<file path="src/cst_params.svh">
// Constants of the console serial terminal control: offsets, fields, timing and codes
`ifndef CST_PARAMS_SVH
`define CST_PARAMS_SVH

// ===========================================================================
// Register byte offsets on the AHB-Lite slave, working register reset value and instruction alt bit position
`define CST_CMD_OFS        8'h00
`define CST_WORK_OFS       8'h04
`define CST_STATUS_OFS     8'h08
`define CST_RXDATA_OFS     8'h0C
`define CST_WORK_RST       12'h000
`define CST_CMD_ALT_BIT    12

// ===========================================================================
// Instruction word layout and codes
`define CST_IOT_OPCODE     3'h6
`define CST_SEL_KEYBOARD   6'h03
`define CST_SEL_PRINTER    6'h04
`define CST_KST_CODE       12'h10D
`define CST_KST_IBIT       12'h010
`define CST_SFE_CODE       12'h004

// ===========================================================================
// Timing: clock rate, line rate, and derived counts
`define CST_CLK_HZ         20000000
`define CST_LINE_BAUD      110
`define CST_FRAME_MS       100
`define CST_OVERSAMPLE     16
`define CST_BIT_CYCLES     (`CST_CLK_HZ / `CST_LINE_BAUD)
`define CST_TICK_CYCLES    (`CST_BIT_CYCLES / `CST_OVERSAMPLE)
`define CST_TX_FRAME_BITS  4'hB
`define CST_RX_MID_TICK    4'h7
`define CST_RX_END_TICK    4'hF

`endif

</file>
<file path="src/cst_pkg.sv">
// Types shared by the console serial terminal control
`include "cst_params.svh"
package cst_pkg;

   // ========================================================================
   // Pulse sequencer for one I/O instruction
   typedef enum logic [1:0] {
      CST_SQ_IDLE = 2'b00,
      CST_SQ_P1   = 2'b01,
      CST_SQ_P2   = 2'b10,
      CST_SQ_P4   = 2'b11
   } cst_seq_t;

   // ========================================================================
   // Receiver states
   typedef enum logic [1:0] {
      CST_RX_IDLE  = 2'b00,
      CST_RX_START = 2'b01,
      CST_RX_DATA  = 2'b10,
      CST_RX_STOP  = 2'b11
   } cst_rx_t;

   // ========================================================================
   // Status word as read over the bus
   typedef struct packed {
      logic [15:0] zero;
      logic [7:0]  rx_char;
      logic        seq_busy;
      logic        reader_run;
      logic        tx_busy;
      logic        rx_armed;
      logic        skip_taken;
      logic        int_enable;
      logic        print_flag;
      logic        key_flag;
   } cst_status_t;

   // ========================================================================
   // Latched instruction
   typedef struct packed {
      logic        alt;
      logic [11:0] code;
   } cst_cmd_t;

endpackage

</file>
<file path="src/cst_console_serial.sv">
// Console serial terminal control with AHB-Lite register access
`timescale 1ns/1ps
`default_nettype none
`include "cst_params.svh"

module cst_console_serial
   import cst_pkg::*;
#(
   parameter int BIT_CYCLES  = `CST_BIT_CYCLES,
   parameter int TICK_CYCLES = `CST_TICK_CYCLES
) (
   input  wire logic        clk,
   input  wire logic        nrst,
   input  wire logic        hsel,
   input  wire logic [31:0] haddr,
   input  wire logic [1:0]  htrans,
   input  wire logic        hwrite,
   input  wire logic [2:0]  hsize,
   input  wire logic [31:0] hwdata,
   input  wire logic        hready,
   output logic             hreadyout,
   output logic             hresp,
   output logic [31:0]      hrdata,
   input  wire logic        rx_line,
   output logic             tx_line,
   output logic             reader_run,
   output logic             irq
);

   // ========================================================================
   // Reset release and line synchroniser
   logic        rst_meta;
   logic        rst_n;
   logic        rx_meta;
   logic        rx_s;

   always_ff @(posedge clk or negedge nrst) begin
      if (!nrst) begin
         rst_meta <= 1'b0;
         rst_n    <= 1'b0;
      end else begin
         rst_meta <= 1'b1;
         rst_n    <= rst_meta;
      end
   end

   // Idle line is mark, so both stages come out of reset high
   always_ff @(posedge clk or negedge rst_n) begin
      if (!rst_n) begin
         rx_meta <= 1'b1;
         rx_s    <= 1'b1;
      end else begin
         rx_meta <= rx_line;
         rx_s    <= rx_meta;
      end
   end

   // ========================================================================
   // Instruction decode helpers
   function automatic logic is_iot(input logic [11:0] code, input logic [5:0] dev);
      is_iot = (code[11:9] == `CST_IOT_OPCODE) && (code[8:3] == dev);
   endfunction

   // ========================================================================
   // Shared state
   cst_seq_t    seq;
   cst_cmd_t    cmd;
   cst_rx_t     rx_st;
   logic        key_flag;
   logic        print_flag;
   logic        int_enable;
   logic        skip_taken;
   logic        rx_armed;
   logic [11:0] working_register;
   logic [7:0]  receive_buffer;
   logic [7:0]  rx_shift;
   logic [2:0]  rx_bitn;
   logic [3:0]  rx_sub;
   logic [$clog2(TICK_CYCLES+1)-1:0] tick_cnt;
   logic        tick;
   logic [10:0] transmit_buffer;
   logic [3:0]  tx_left;
   logic [$clog2(BIT_CYCLES+1)-1:0] tx_timer;
   logic        tx_busy;

   // ========================================================================
   // AHB-Lite slave: address phase capture
   logic        dph_valid;
   logic        dph_write;
   logic [7:0]  dph_addr;
   logic        rd_done;
   logic        seq_busy;
   logic        wr_cmd;
   logic        wr_work;

   assign seq_busy = (seq != CST_SQ_IDLE);
   assign hresp    = 1'b0;
   // Stall while an instruction runs, and one cycle for each read to load hrdata
   assign hreadyout = !(dph_valid && (seq_busy || (!dph_write && !rd_done)));
   assign wr_cmd  = dph_valid && dph_write && hreadyout && (dph_addr == `CST_CMD_OFS);
   assign wr_work = dph_valid && dph_write && hreadyout && (dph_addr == `CST_WORK_OFS);

   always_ff @(posedge clk or negedge rst_n) begin
      if (!rst_n) begin
         dph_valid <= 1'b0;
         dph_write <= 1'b0;
         dph_addr  <= 8'h00;
      end else if (hready) begin
         dph_valid <= hsel && htrans[1];
         dph_write <= hwrite;
         dph_addr  <= {haddr[7:2], 2'b00};
      end
   end

   // Read data is loaded once the sequencer is idle, so it never shows stale state
   always_ff @(posedge clk or negedge rst_n) begin
      if (!rst_n) begin
         hrdata  <= 32'h00000000;
         rd_done <= 1'b0;
      end else if (dph_valid && !dph_write && !rd_done && !seq_busy) begin
         rd_done <= 1'b1;
         unique case (dph_addr)
            `CST_CMD_OFS:    hrdata <= {19'h00000, cmd};
            `CST_WORK_OFS:   hrdata <= {20'h00000, working_register};
            `CST_STATUS_OFS: hrdata <= cst_status_t'{zero: 16'h0000,
                                          rx_char: receive_buffer, seq_busy: seq_busy,
                                          reader_run: reader_run, tx_busy: tx_busy,
                                          rx_armed: rx_armed, skip_taken: skip_taken,
                                          int_enable: int_enable, print_flag: print_flag,
                                          key_flag: key_flag};
            `CST_RXDATA_OFS: hrdata <= {24'h000000, receive_buffer};
            default:         hrdata <= 32'h00000000;
         endcase
      end else if (hreadyout) begin
         rd_done <= 1'b0;
      end
   end

   // ========================================================================
   // Instruction pulse sequencer: skip, then clear, then transfer
   logic kb_sel;
   logic pr_sel;
   logic skip_pulse;
   logic clear_pulse;
   logic transfer_pulse;
   logic kst_hit;
   logic sfe_hit;

   assign kb_sel         = !cmd.alt && is_iot(cmd.code, `CST_SEL_KEYBOARD);
   assign pr_sel         = !cmd.alt && is_iot(cmd.code, `CST_SEL_PRINTER);
   assign skip_pulse     = (seq == CST_SQ_P1) && cmd.code[0];
   assign clear_pulse    = (seq == CST_SQ_P2) && cmd.code[1];
   assign transfer_pulse = (seq == CST_SQ_P4) && cmd.code[2];
   // The I bit only adds its weight; both forms test the same flag
   assign kst_hit = cmd.alt && ((cmd.code & ~`CST_KST_IBIT) == `CST_KST_CODE)
                    && (seq == CST_SQ_P1);
   assign sfe_hit = cmd.alt && (cmd.code == `CST_SFE_CODE) && (seq == CST_SQ_P1);

   always_ff @(posedge clk or negedge rst_n) begin
      if (!rst_n) begin
         seq <= CST_SQ_IDLE;
         cmd <= '0;
      end else begin
         unique case (seq)
            CST_SQ_IDLE: begin
               if (wr_cmd) begin
                  cmd <= cst_cmd_t'(hwdata[`CST_CMD_ALT_BIT:0]);
                  seq <= CST_SQ_P1;
               end
            end
            CST_SQ_P1: seq <= CST_SQ_P2;
            CST_SQ_P2: seq <= CST_SQ_P4;
            CST_SQ_P4: seq <= CST_SQ_IDLE;
         endcase
      end
   end

   // Skip result stands in place of advancing the instruction pointer
   always_ff @(posedge clk or negedge rst_n) begin
      if (!rst_n) begin
         skip_taken <= 1'b0;
      end else if (wr_cmd) begin
         skip_taken <= 1'b0;
      end else if (skip_pulse && kb_sel && key_flag) begin
         skip_taken <= 1'b1;
      end else if (skip_pulse && pr_sel && print_flag) begin
         skip_taken <= 1'b1;
      end else if (kst_hit && key_flag) begin
         skip_taken <= 1'b1;
      end
   end

   // Interrupt enable follows the low working-register bit on the enable instruction
   always_ff @(posedge clk or negedge rst_n) begin
      if (!rst_n) begin
         int_enable <= 1'b0;
      end else if (sfe_hit) begin
         int_enable <= working_register[0];
      end
   end

   assign irq = int_enable && (key_flag || print_flag);

   // ========================================================================
   // Working register: software access plus clear and OR from the receiver
   always_ff @(posedge clk or negedge rst_n) begin
      if (!rst_n) begin
         working_register <= `CST_WORK_RST;
      end else if (wr_work) begin
         working_register <= hwdata[11:0];
      end else if (clear_pulse && kb_sel) begin
         working_register <= 12'h000;
      end else if (transfer_pulse && kb_sel) begin
         working_register <= working_register | {4'h0, receive_buffer};
      end
   end

   // ========================================================================
   // Keyboard side flags; for key_flag a completing character wins over a same-cycle clear
   logic rx_start_ev;
   logic rx_done_ev;

   always_ff @(posedge clk or negedge rst_n) begin
      if (!rst_n) begin
         key_flag <= 1'b0;
      end else if (rx_done_ev) begin
         key_flag <= 1'b1;
      end else if (clear_pulse && kb_sel) begin
         key_flag <= 1'b0;
      end
   end

   // Assembly is re-armed by the clearing pulse, held off once a character lands
   always_ff @(posedge clk or negedge rst_n) begin
      if (!rst_n) begin
         rx_armed <= 1'b1;
      end else if (clear_pulse && kb_sel) begin
         rx_armed <= 1'b1;
      end else if (rx_done_ev) begin
         rx_armed <= 1'b0;
      end
   end

   // Reader relay drops as a character begins; a clearing pulse lets tape advance
   always_ff @(posedge clk or negedge rst_n) begin
      if (!rst_n) begin
         reader_run <= 1'b0;
      end else if (clear_pulse && kb_sel) begin
         reader_run <= 1'b1;
      end else if (rx_start_ev) begin
         reader_run <= 1'b0;
      end
   end

   // ========================================================================
   // Receiver: sixteen ticks per bit, start checked at mid-bit
   assign tick        = (tick_cnt == '0);
   assign rx_start_ev = (rx_st == CST_RX_IDLE) && rx_armed && !rx_s;
   assign rx_done_ev  = (rx_st == CST_RX_STOP) && tick && (rx_sub == `CST_RX_END_TICK);

   always_ff @(posedge clk or negedge rst_n) begin
      if (!rst_n) begin
         tick_cnt <= '0;
      end else if (tick) begin
         tick_cnt <= ($bits(tick_cnt))'(TICK_CYCLES - 1);
      end else begin
         tick_cnt <= tick_cnt - 1'b1;
      end
   end

   // A free running tick gives at most one sixteenth of a bit of phase error
   always_ff @(posedge clk or negedge rst_n) begin
      if (!rst_n) begin
         rx_st    <= CST_RX_IDLE;
         rx_sub   <= 4'h0;
         rx_bitn  <= 3'h0;
         rx_shift <= 8'h00;
      end else begin
         unique case (rx_st)
            CST_RX_IDLE: begin
               if (rx_start_ev) begin
                  rx_st  <= CST_RX_START;
                  rx_sub <= 4'h0;
               end
            end
            CST_RX_START: begin
               if (tick) begin
                  rx_sub <= rx_sub + 4'h1;
                  if (rx_sub == `CST_RX_MID_TICK) begin
                     rx_sub  <= 4'h0;
                     rx_bitn <= 3'h0;
                     rx_st   <= rx_s ? CST_RX_IDLE : CST_RX_DATA;
                  end
               end
            end
            CST_RX_DATA: begin
               if (tick) begin
                  rx_sub <= rx_sub + 4'h1;
                  if (rx_sub == `CST_RX_END_TICK) begin
                     rx_shift <= {rx_s, rx_shift[7:1]};
                     rx_bitn  <= rx_bitn + 3'h1;
                     if (rx_bitn == 3'h7) begin
                        rx_st <= CST_RX_STOP;
                     end
                  end
               end
            end
            CST_RX_STOP: begin
               if (tick) begin
                  rx_sub <= rx_sub + 4'h1;
                  if (rx_sub == `CST_RX_END_TICK) begin
                     rx_st <= CST_RX_IDLE;
                  end
               end
            end
         endcase
      end
   end

   // Last complete character is held until the next one lands
   always_ff @(posedge clk or negedge rst_n) begin
      if (!rst_n) begin
         receive_buffer <= 8'h00;
      end else if (rx_done_ev) begin
         receive_buffer <= rx_shift;
      end
   end

   // ========================================================================
   // Transmitter: eleven-unit frame, line idles at mark
   logic tx_load;
   logic tx_bit_end;
   logic tx_done_ev;

   assign tx_load    = transfer_pulse && pr_sel;
   assign tx_busy    = (tx_left != 4'h0);
   assign tx_bit_end = tx_busy && (tx_timer == '0);
   assign tx_done_ev = tx_bit_end && (tx_left == 4'h1);
   assign tx_line    = transmit_buffer[0];

   // Loading while busy restarts the frame; software must wait for the flag
   always_ff @(posedge clk or negedge rst_n) begin
      if (!rst_n) begin
         transmit_buffer <= 11'h7FF;
         tx_left         <= 4'h0;
         tx_timer        <= '0;
      end else if (tx_load) begin
         transmit_buffer <= {2'b11, working_register[7:0], 1'b0};
         tx_left         <= `CST_TX_FRAME_BITS;
         tx_timer        <= ($bits(tx_timer))'(BIT_CYCLES - 1);
      end else if (tx_bit_end) begin
         transmit_buffer <= {1'b1, transmit_buffer[10:1]};
         tx_left         <= tx_left - 4'h1;
         tx_timer        <= ($bits(tx_timer))'(BIT_CYCLES - 1);
      end else if (tx_busy) begin
         tx_timer <= tx_timer - 1'b1;
      end
   end

   // Printer flag: end of frame wins over a same-cycle clear
   always_ff @(posedge clk or negedge rst_n) begin
      if (!rst_n) begin
         print_flag <= 1'b0;
      end else if (tx_done_ev) begin
         print_flag <= 1'b1;
      end else if (clear_pulse && pr_sel) begin
         print_flag <= 1'b0;
      end
   end

endmodule
`default_nettype wire

</file>
<file path="config.mk">
export PLATFORM = sky130hd
export DESIGN_NAME = cst_console_serial
export DESIGN_NICKNAME = d
export VERILOG_FILES = /design/src/cst_pkg.sv /design/src/cst_console_serial.sv
export VERILOG_INCLUDE_DIRS = /design/src
export SDC_FILE = /design/constraint.sdc
export NUM_CORES = 1
export LEC_CHECK = 0
export BUFFER_PORTS_ARGS = -buffer_cell sky130_fd_sc_hd__buf_4
export CAP_MARGIN = 20
export CORE_MARGIN = 2
export CORE_UTILIZATION = 36
export DETAILED_ROUTE_END_ITERATION = 7
export GPL_TIMING_DRIVEN = 0
export PLACE_DENSITY = 0.59
export SKIP_LAST_GASP = 1
export SYNTH_ARGS = -nofsm -noshare
export SYNTH_HDL_FRONTEND = slang
export SYNTH_SLANG_ARGS = --single-unit
</file>
<file path="constraint.sdc">
create_clock -name clk -period 8.75 [get_ports clk]
set_input_delay 0.4375 -clock clk [delete_from_list [all_inputs] [get_ports clk]]
set_output_delay 0.4375 -clock clk [all_outputs]
set_load 0.03 [all_outputs]
</file>
# Yosys cells after proc, flatten, opt, wreduce, memory -nomap -nowiden
# Index checks and enable logic that the tools add are counted.
[classes]
eq_ne = 29
n_mux = 48
bitwise = 1
reduce_logical = 66
n_addsub = 5
[op_table]
columns = ["operator", "count"]
rows = [
  ["16-bit case mux with 4 select lines", 1],
  ["18-bit two-way mux", 3],
  ["1-bit logical AND", 37],
  ["12-bit two-way mux", 3],
  ["4-bit two-way mux", 6],
  ["11-bit two-way mux", 2],
  ["2-bit two-way mux", 10],
  ["6-bit by 2-bit equality test with 1-bit output (second input constant)", 3],
  ["18-bit logical NOT", 1],
  ["18-bit by 1-bit subtractor with 18-bit output (second input constant)", 1],
  ["2-bit != test (second input constant)", 8],
  ["2-bit case mux with 4 select lines", 2],
  ["14-bit logical NOT", 1],
  ["1-bit two-way mux", 14],
  ["14-bit two-way mux", 1],
  ["14-bit by 1-bit subtractor with 14-bit output (second input constant)", 1],
  ["12-bit by 3-bit equality test with 1-bit output (second input constant)", 1],
  ["3-bit two-way mux", 4],
  ["12-bit by 8-bit OR with 12-bit output", 1],
  ["4-bit case mux with 3 select lines", 1],
  ["2-bit nonzero test", 6],
  ["11-bit by 8-bit equality test with 1-bit output (second input constant)", 1],
  ["2-bit equality test (second input constant)", 4],
  ["8-bit logical NOT", 1],
  ["22 further kinds", 36],
]
[word_totals]
input_bits = 75
elab_cells = 177
regBits = 150
out_inout_bits = 37

# Depth between registers and ports, before layout
[logic_depth]
word_depth = 9
depth_mapped = 9
depth_no_buf = 7

# Least setup slack after synthesis
# No wires, ideal clock.
[synth_path]
kind = "flip-flop to output port"
startpoint = "register seq[0]"
endpoint = "output port hreadyout"
setup_slack_ns = 6.697
t_arrival_ns = 1.615
t_required_ns = 8.312
n_path_buf = 1
stages_incl_launch_ff = 6
path_cell_list = "dfrtp_1 inv_1 ha_1 clkbuf_1 inv_1 o21ai_0"
[synth_via]
elab_chain_len = 4
[synth_lines]
columns = ["item", "line_no", "source"]
rows = [
  ["start: declaration", "cst_console_serial.sv:66", "cst_seq_t seq;"],
  ["start signal: assignment", "cst_console_serial.sv:161", "seq <= CST_SQ_IDLE;"],
  ["start signal: assignment", "cst_console_serial.sv:168", "seq <= CST_SQ_P1;"],
  ["start signal: assignment", "cst_console_serial.sv:171", "CST_SQ_P1: seq <= CST_SQ_P2;"],
  ["2-bit nonzero test", "cst_console_serial.sv:96", "assign seq_busy = (seq != CST_SQ_IDLE);"],
  ["1-bit logical OR", "cst_console_serial.sv:99", "assign hreadyout = !(dph_valid && (seq_busy || (!dph_write && !rd_done)));"],
  ["1-bit logical AND", "cst_console_serial.sv:99", ""],
  ["1-bit logical NOT", "cst_console_serial.sv:99", ""],
  ["end: declaration", "cst_console_serial.sv:21", "output logic hreadyout,"],
]
# Every way passes these cells.

# Final worst setup path
[layout_path]
startpoint = "register seq[1]"
endpoint = "output port hreadyout"
# The elaborated chain is that of the path after synthesis.

==> results_dict.tcl <==
set metrics [dict create \
    status "finished, final reports clean" \
    die_width_microns 136 \
    cts_tree "built" \
    start_util_pct 36.7 \
    ant_nets 0 \
    synth_fa_ha_area_share_pct 2.57 \
    holdPathEnd "rx_meta" \
    drtIter0Drc 384 \
    synth.mux.area_fraction_pct 9.49 \
    drive_above_1_share_pct 25.2 \
    setup_tns_ps 0 \
    required_ps 8310 \
    yosys.area_share.simple_pct 18.0 \
    hpwl_mm 10.4 \
    r2r_start "tick_cnt[0]" \
    yosys_warnings 0 \
    worst_pin_slew_ps 645 \
    firstDrtPassIters 6 \
    synth-main-ff-cell "dfrtp_1" \
    wl_per_cell_microns 15.8 \
    ys_top_cells_by_count "dfrtp_1 (120), nand2_1 (81), nor2_1 (56)" \
    path_clk_slew_ps 60 \
    slew_headroom_pct 56.6 \
    vias 4723 \
    cts.htree.levels 4 \
    fin_nets 757 \
    final_area_sq_um 7810 \
    cpLargestDelayFamily "buffers and inverters" \
    fmax_ghz 0.419 \
    insertion_delay_ps 420 \
    synthMostInstantiatedCell "dfrtp_1" \
    startpoint_type "flop" \
    cts-resized-gates 0 \
    die-area_sq_um 18600 \
    crit_arrival_ps 1950 \
    first_global_vias 4644 \
    gr-total-overflow 0 \
    cp_slowest_cell "dfrtp_1" \
    critPathCaptureType "output port" \
    clockBufferDepth 2 \
    post-route-min-period_ps 2390 \
    synthCells 586 \
    antenna_found_initial 0 \
    slew_violations 0 \
    hold_path.class "in2reg" \
    synthXorXnorAreaFrac_pct 3.33 \
    place_area_sq_um 7060 \
    timing.critical_path.buf_inv 4 \
    synth_area_sq_um 6320 \
    numCtsBuffers 17 \
    rsz0062_at_grt "no" \
    reg2reg_slack_ps 6380 \
    yosysSeqAreaShare_pct 52.5 \
    power_density_nw_per_um2 220 \
    maxCapViolCount 0 \
    r2r-end "rx_shift[6]" \
    reg2reg_depth 7 \
    timing.critical_path.fanout_max 7 \
    drc 0 \
    crit_chain "inv_1 -> ha_1 -> clkbuf_1 -> inv_1 -> o21ai_0 -> buf_4" \
    cp.depth 6 \
    dp_worst_setup_slack_ps 6360 \
    setup_viol 0 \
    irDropWorstVdd_mv 0.192 \
    cpPeakStageDelay_ps 390 \
    syn2layout_area_growth_pct 23.6 \
    num_rows 48 \
    synth-compound-area-share_pct 9.21 \
    async_flop_share_pct 100 \
    grt_max_degree 54 \
    synth_top_area_cell "dfrtp_1" \
    setup_slack_ps 6360 \
    period_share_pct 27.3 \
    synth_seq_cells 132 \
    grt_pass1_wl_mm 23.6 \
    coreArea_sq_um 17200 \
    boundaryPins 112 \
    grt_usage_pct 16.4 \
    syn_area_per_cell_sq_um 10.8 \
    port_buffers 45 \
    diodes 0 \
    hold_ws_ps 122 \
    hold_path_depth 1 \
    final-hold-violation-count 0 \
    ys_types 62 \
    worstHoldStart "rx_line" \
    totalWireLength_mm 14.4 \
    synth_area_leaders "dfrtp_1 (48%), mux2_2 (7.5%), dfstp_2 (5.0%)" \
    synth_edf_count 0 \
    crit_path_frequent_cell "inv_1" \
    power_leakage_nw 3.52 \
    globalplace.congestion 0.862 \
    path_class "reg2out" \
    clock_skew_ps 6.74 \
    die_h_microns 136 \
    vias_per_cell 5.21 \
    cts_root_buf "clkbuf_16" \
    clkSinkCount 132 \
    synth_top_family_by_area "simple AND/OR/NAND/NOR gates" \
    netlist.area_leader.share_pct 47.5 \
]
-- sequential cells by signal, summed over array words and instances (netlist names), 2 cells and up, named ones only --
name and flops:
rx_shift 8, tick_cnt 14, cmd 13, dph_addr 6, receive_buffer 8, working_register 12
hrdata 16, tx_timer 18, rx_bitn 3, seq 2, tx_left 4, rx_sub 4
transmit_buffer 9
-- kinds of logic (layout without fill, tap and decap cells) --
family / after synthesis / in the layout
xor+xnor: 24 / 24
fa+ha+maj: 13 / 13
buf+inv: 56 / 136
compound gates: 88 / 88
mux: 52 / 52
flops: 132 / 132
other cells: 2 / 18
simple gates: 219 / 219
-- layer usage --
layer	vias to the layer above	global-route usage [%]	part of all wire, %
met5	-	0	0
met4	0	6.13	2.1
met3	29	4.18	5.4
met2	154	24.0	46
met1	2340	23.3	46
li1	2200	-	-
-- worst max path at each step --
stage                 from           to  slack [ps]
2_1_floorplan        rst_n    async pin        4820
3_3_place_gp         rst_n  tx_timer[0]        3450
3_5_place_dp   tick_cnt[0]  rx_shift[6]        6360
4_1_cts             seq[1]    hreadyout        6340
5_1_grt        tick_cnt[0]  rx_shift[4]        6210
6_report            seq[1]    hreadyout        6360
-- power by group --
| group | switching (mW) | total (mW) | internal [mW] |
|---|---|---|---|
| Clock | 0.268 | 0.897 | 0.629 |
| Combinational | 0.0923 | 0.157 | 0.0646 |
| Sequential | 0.0244 | 0.661 | 0.636 |
| Total | 0.385 | 1.71 | 1.33 |
-- placed cells by master (no fill, tap or decap), drive strengths merged, types with 3 or more instances in the layout --
| cell | n |
|---|---|
| ha | 13 |
| nand2b | 4 |
| a22oi | 8 |
| inv | 17 |
| xor2 | 7 |
| a31oi | 7 |
| nor3 | 18 |
| nor3b | 4 |
| a22o | 8 |
| clkinv | 4 |
| mux2i | 7 |
| a21oi | 13 |
| a222oi | 6 |
| dfrtp | 120 |
| xnor2 | 17 |
| mux2 | 43 |
| or3 | 8 |
| o21ai | 29 |
| conb | 18 |
| buf | 72 |
| dfstp | 12 |
| nand2 | 81 |
| nand3b | 3 |
| nor2 | 56 |
| nand3 | 15 |
| nand4 | 7 |
| bufinv | 9 |
| o31ai | 5 |
| nor4 | 6 |
| clkbuf | 33 |
| or4 | 3 |
-- cell type report --
cell class / instances / area, sq um
fillers: 1573 / 9430
flip-flops and latches: 132 / 3320
multi-input cells: 414 / 2760
clock buffers: 19 / 443
repair buffers: 48 / 403
clock inverters: 13 / 302
well taps: 225 / 282
plain buffers: 39 / 236
inverters: 17 / 63.8
-- per-stage QoR --
stage          total power, mW  std cells  utilization (%)
2_1_floorplan            0.772        602                -
3_3_place_gp             0.820        872             40.6
3_5_place_dp             0.827        874             40.9
4_1_cts                   1.73        907             45.3
5_1_grt                   1.78        907             45.3
6_report                  1.71        907             45.3
-- what timing repair did --
action / 4_1_cts / 5_1_grt
hold endpoints to repair: 2 / 0
buffers inserted: 0 / 0
hold buffers: 1 / 0
Note: power is estimated with default switching activity, not from simulation.
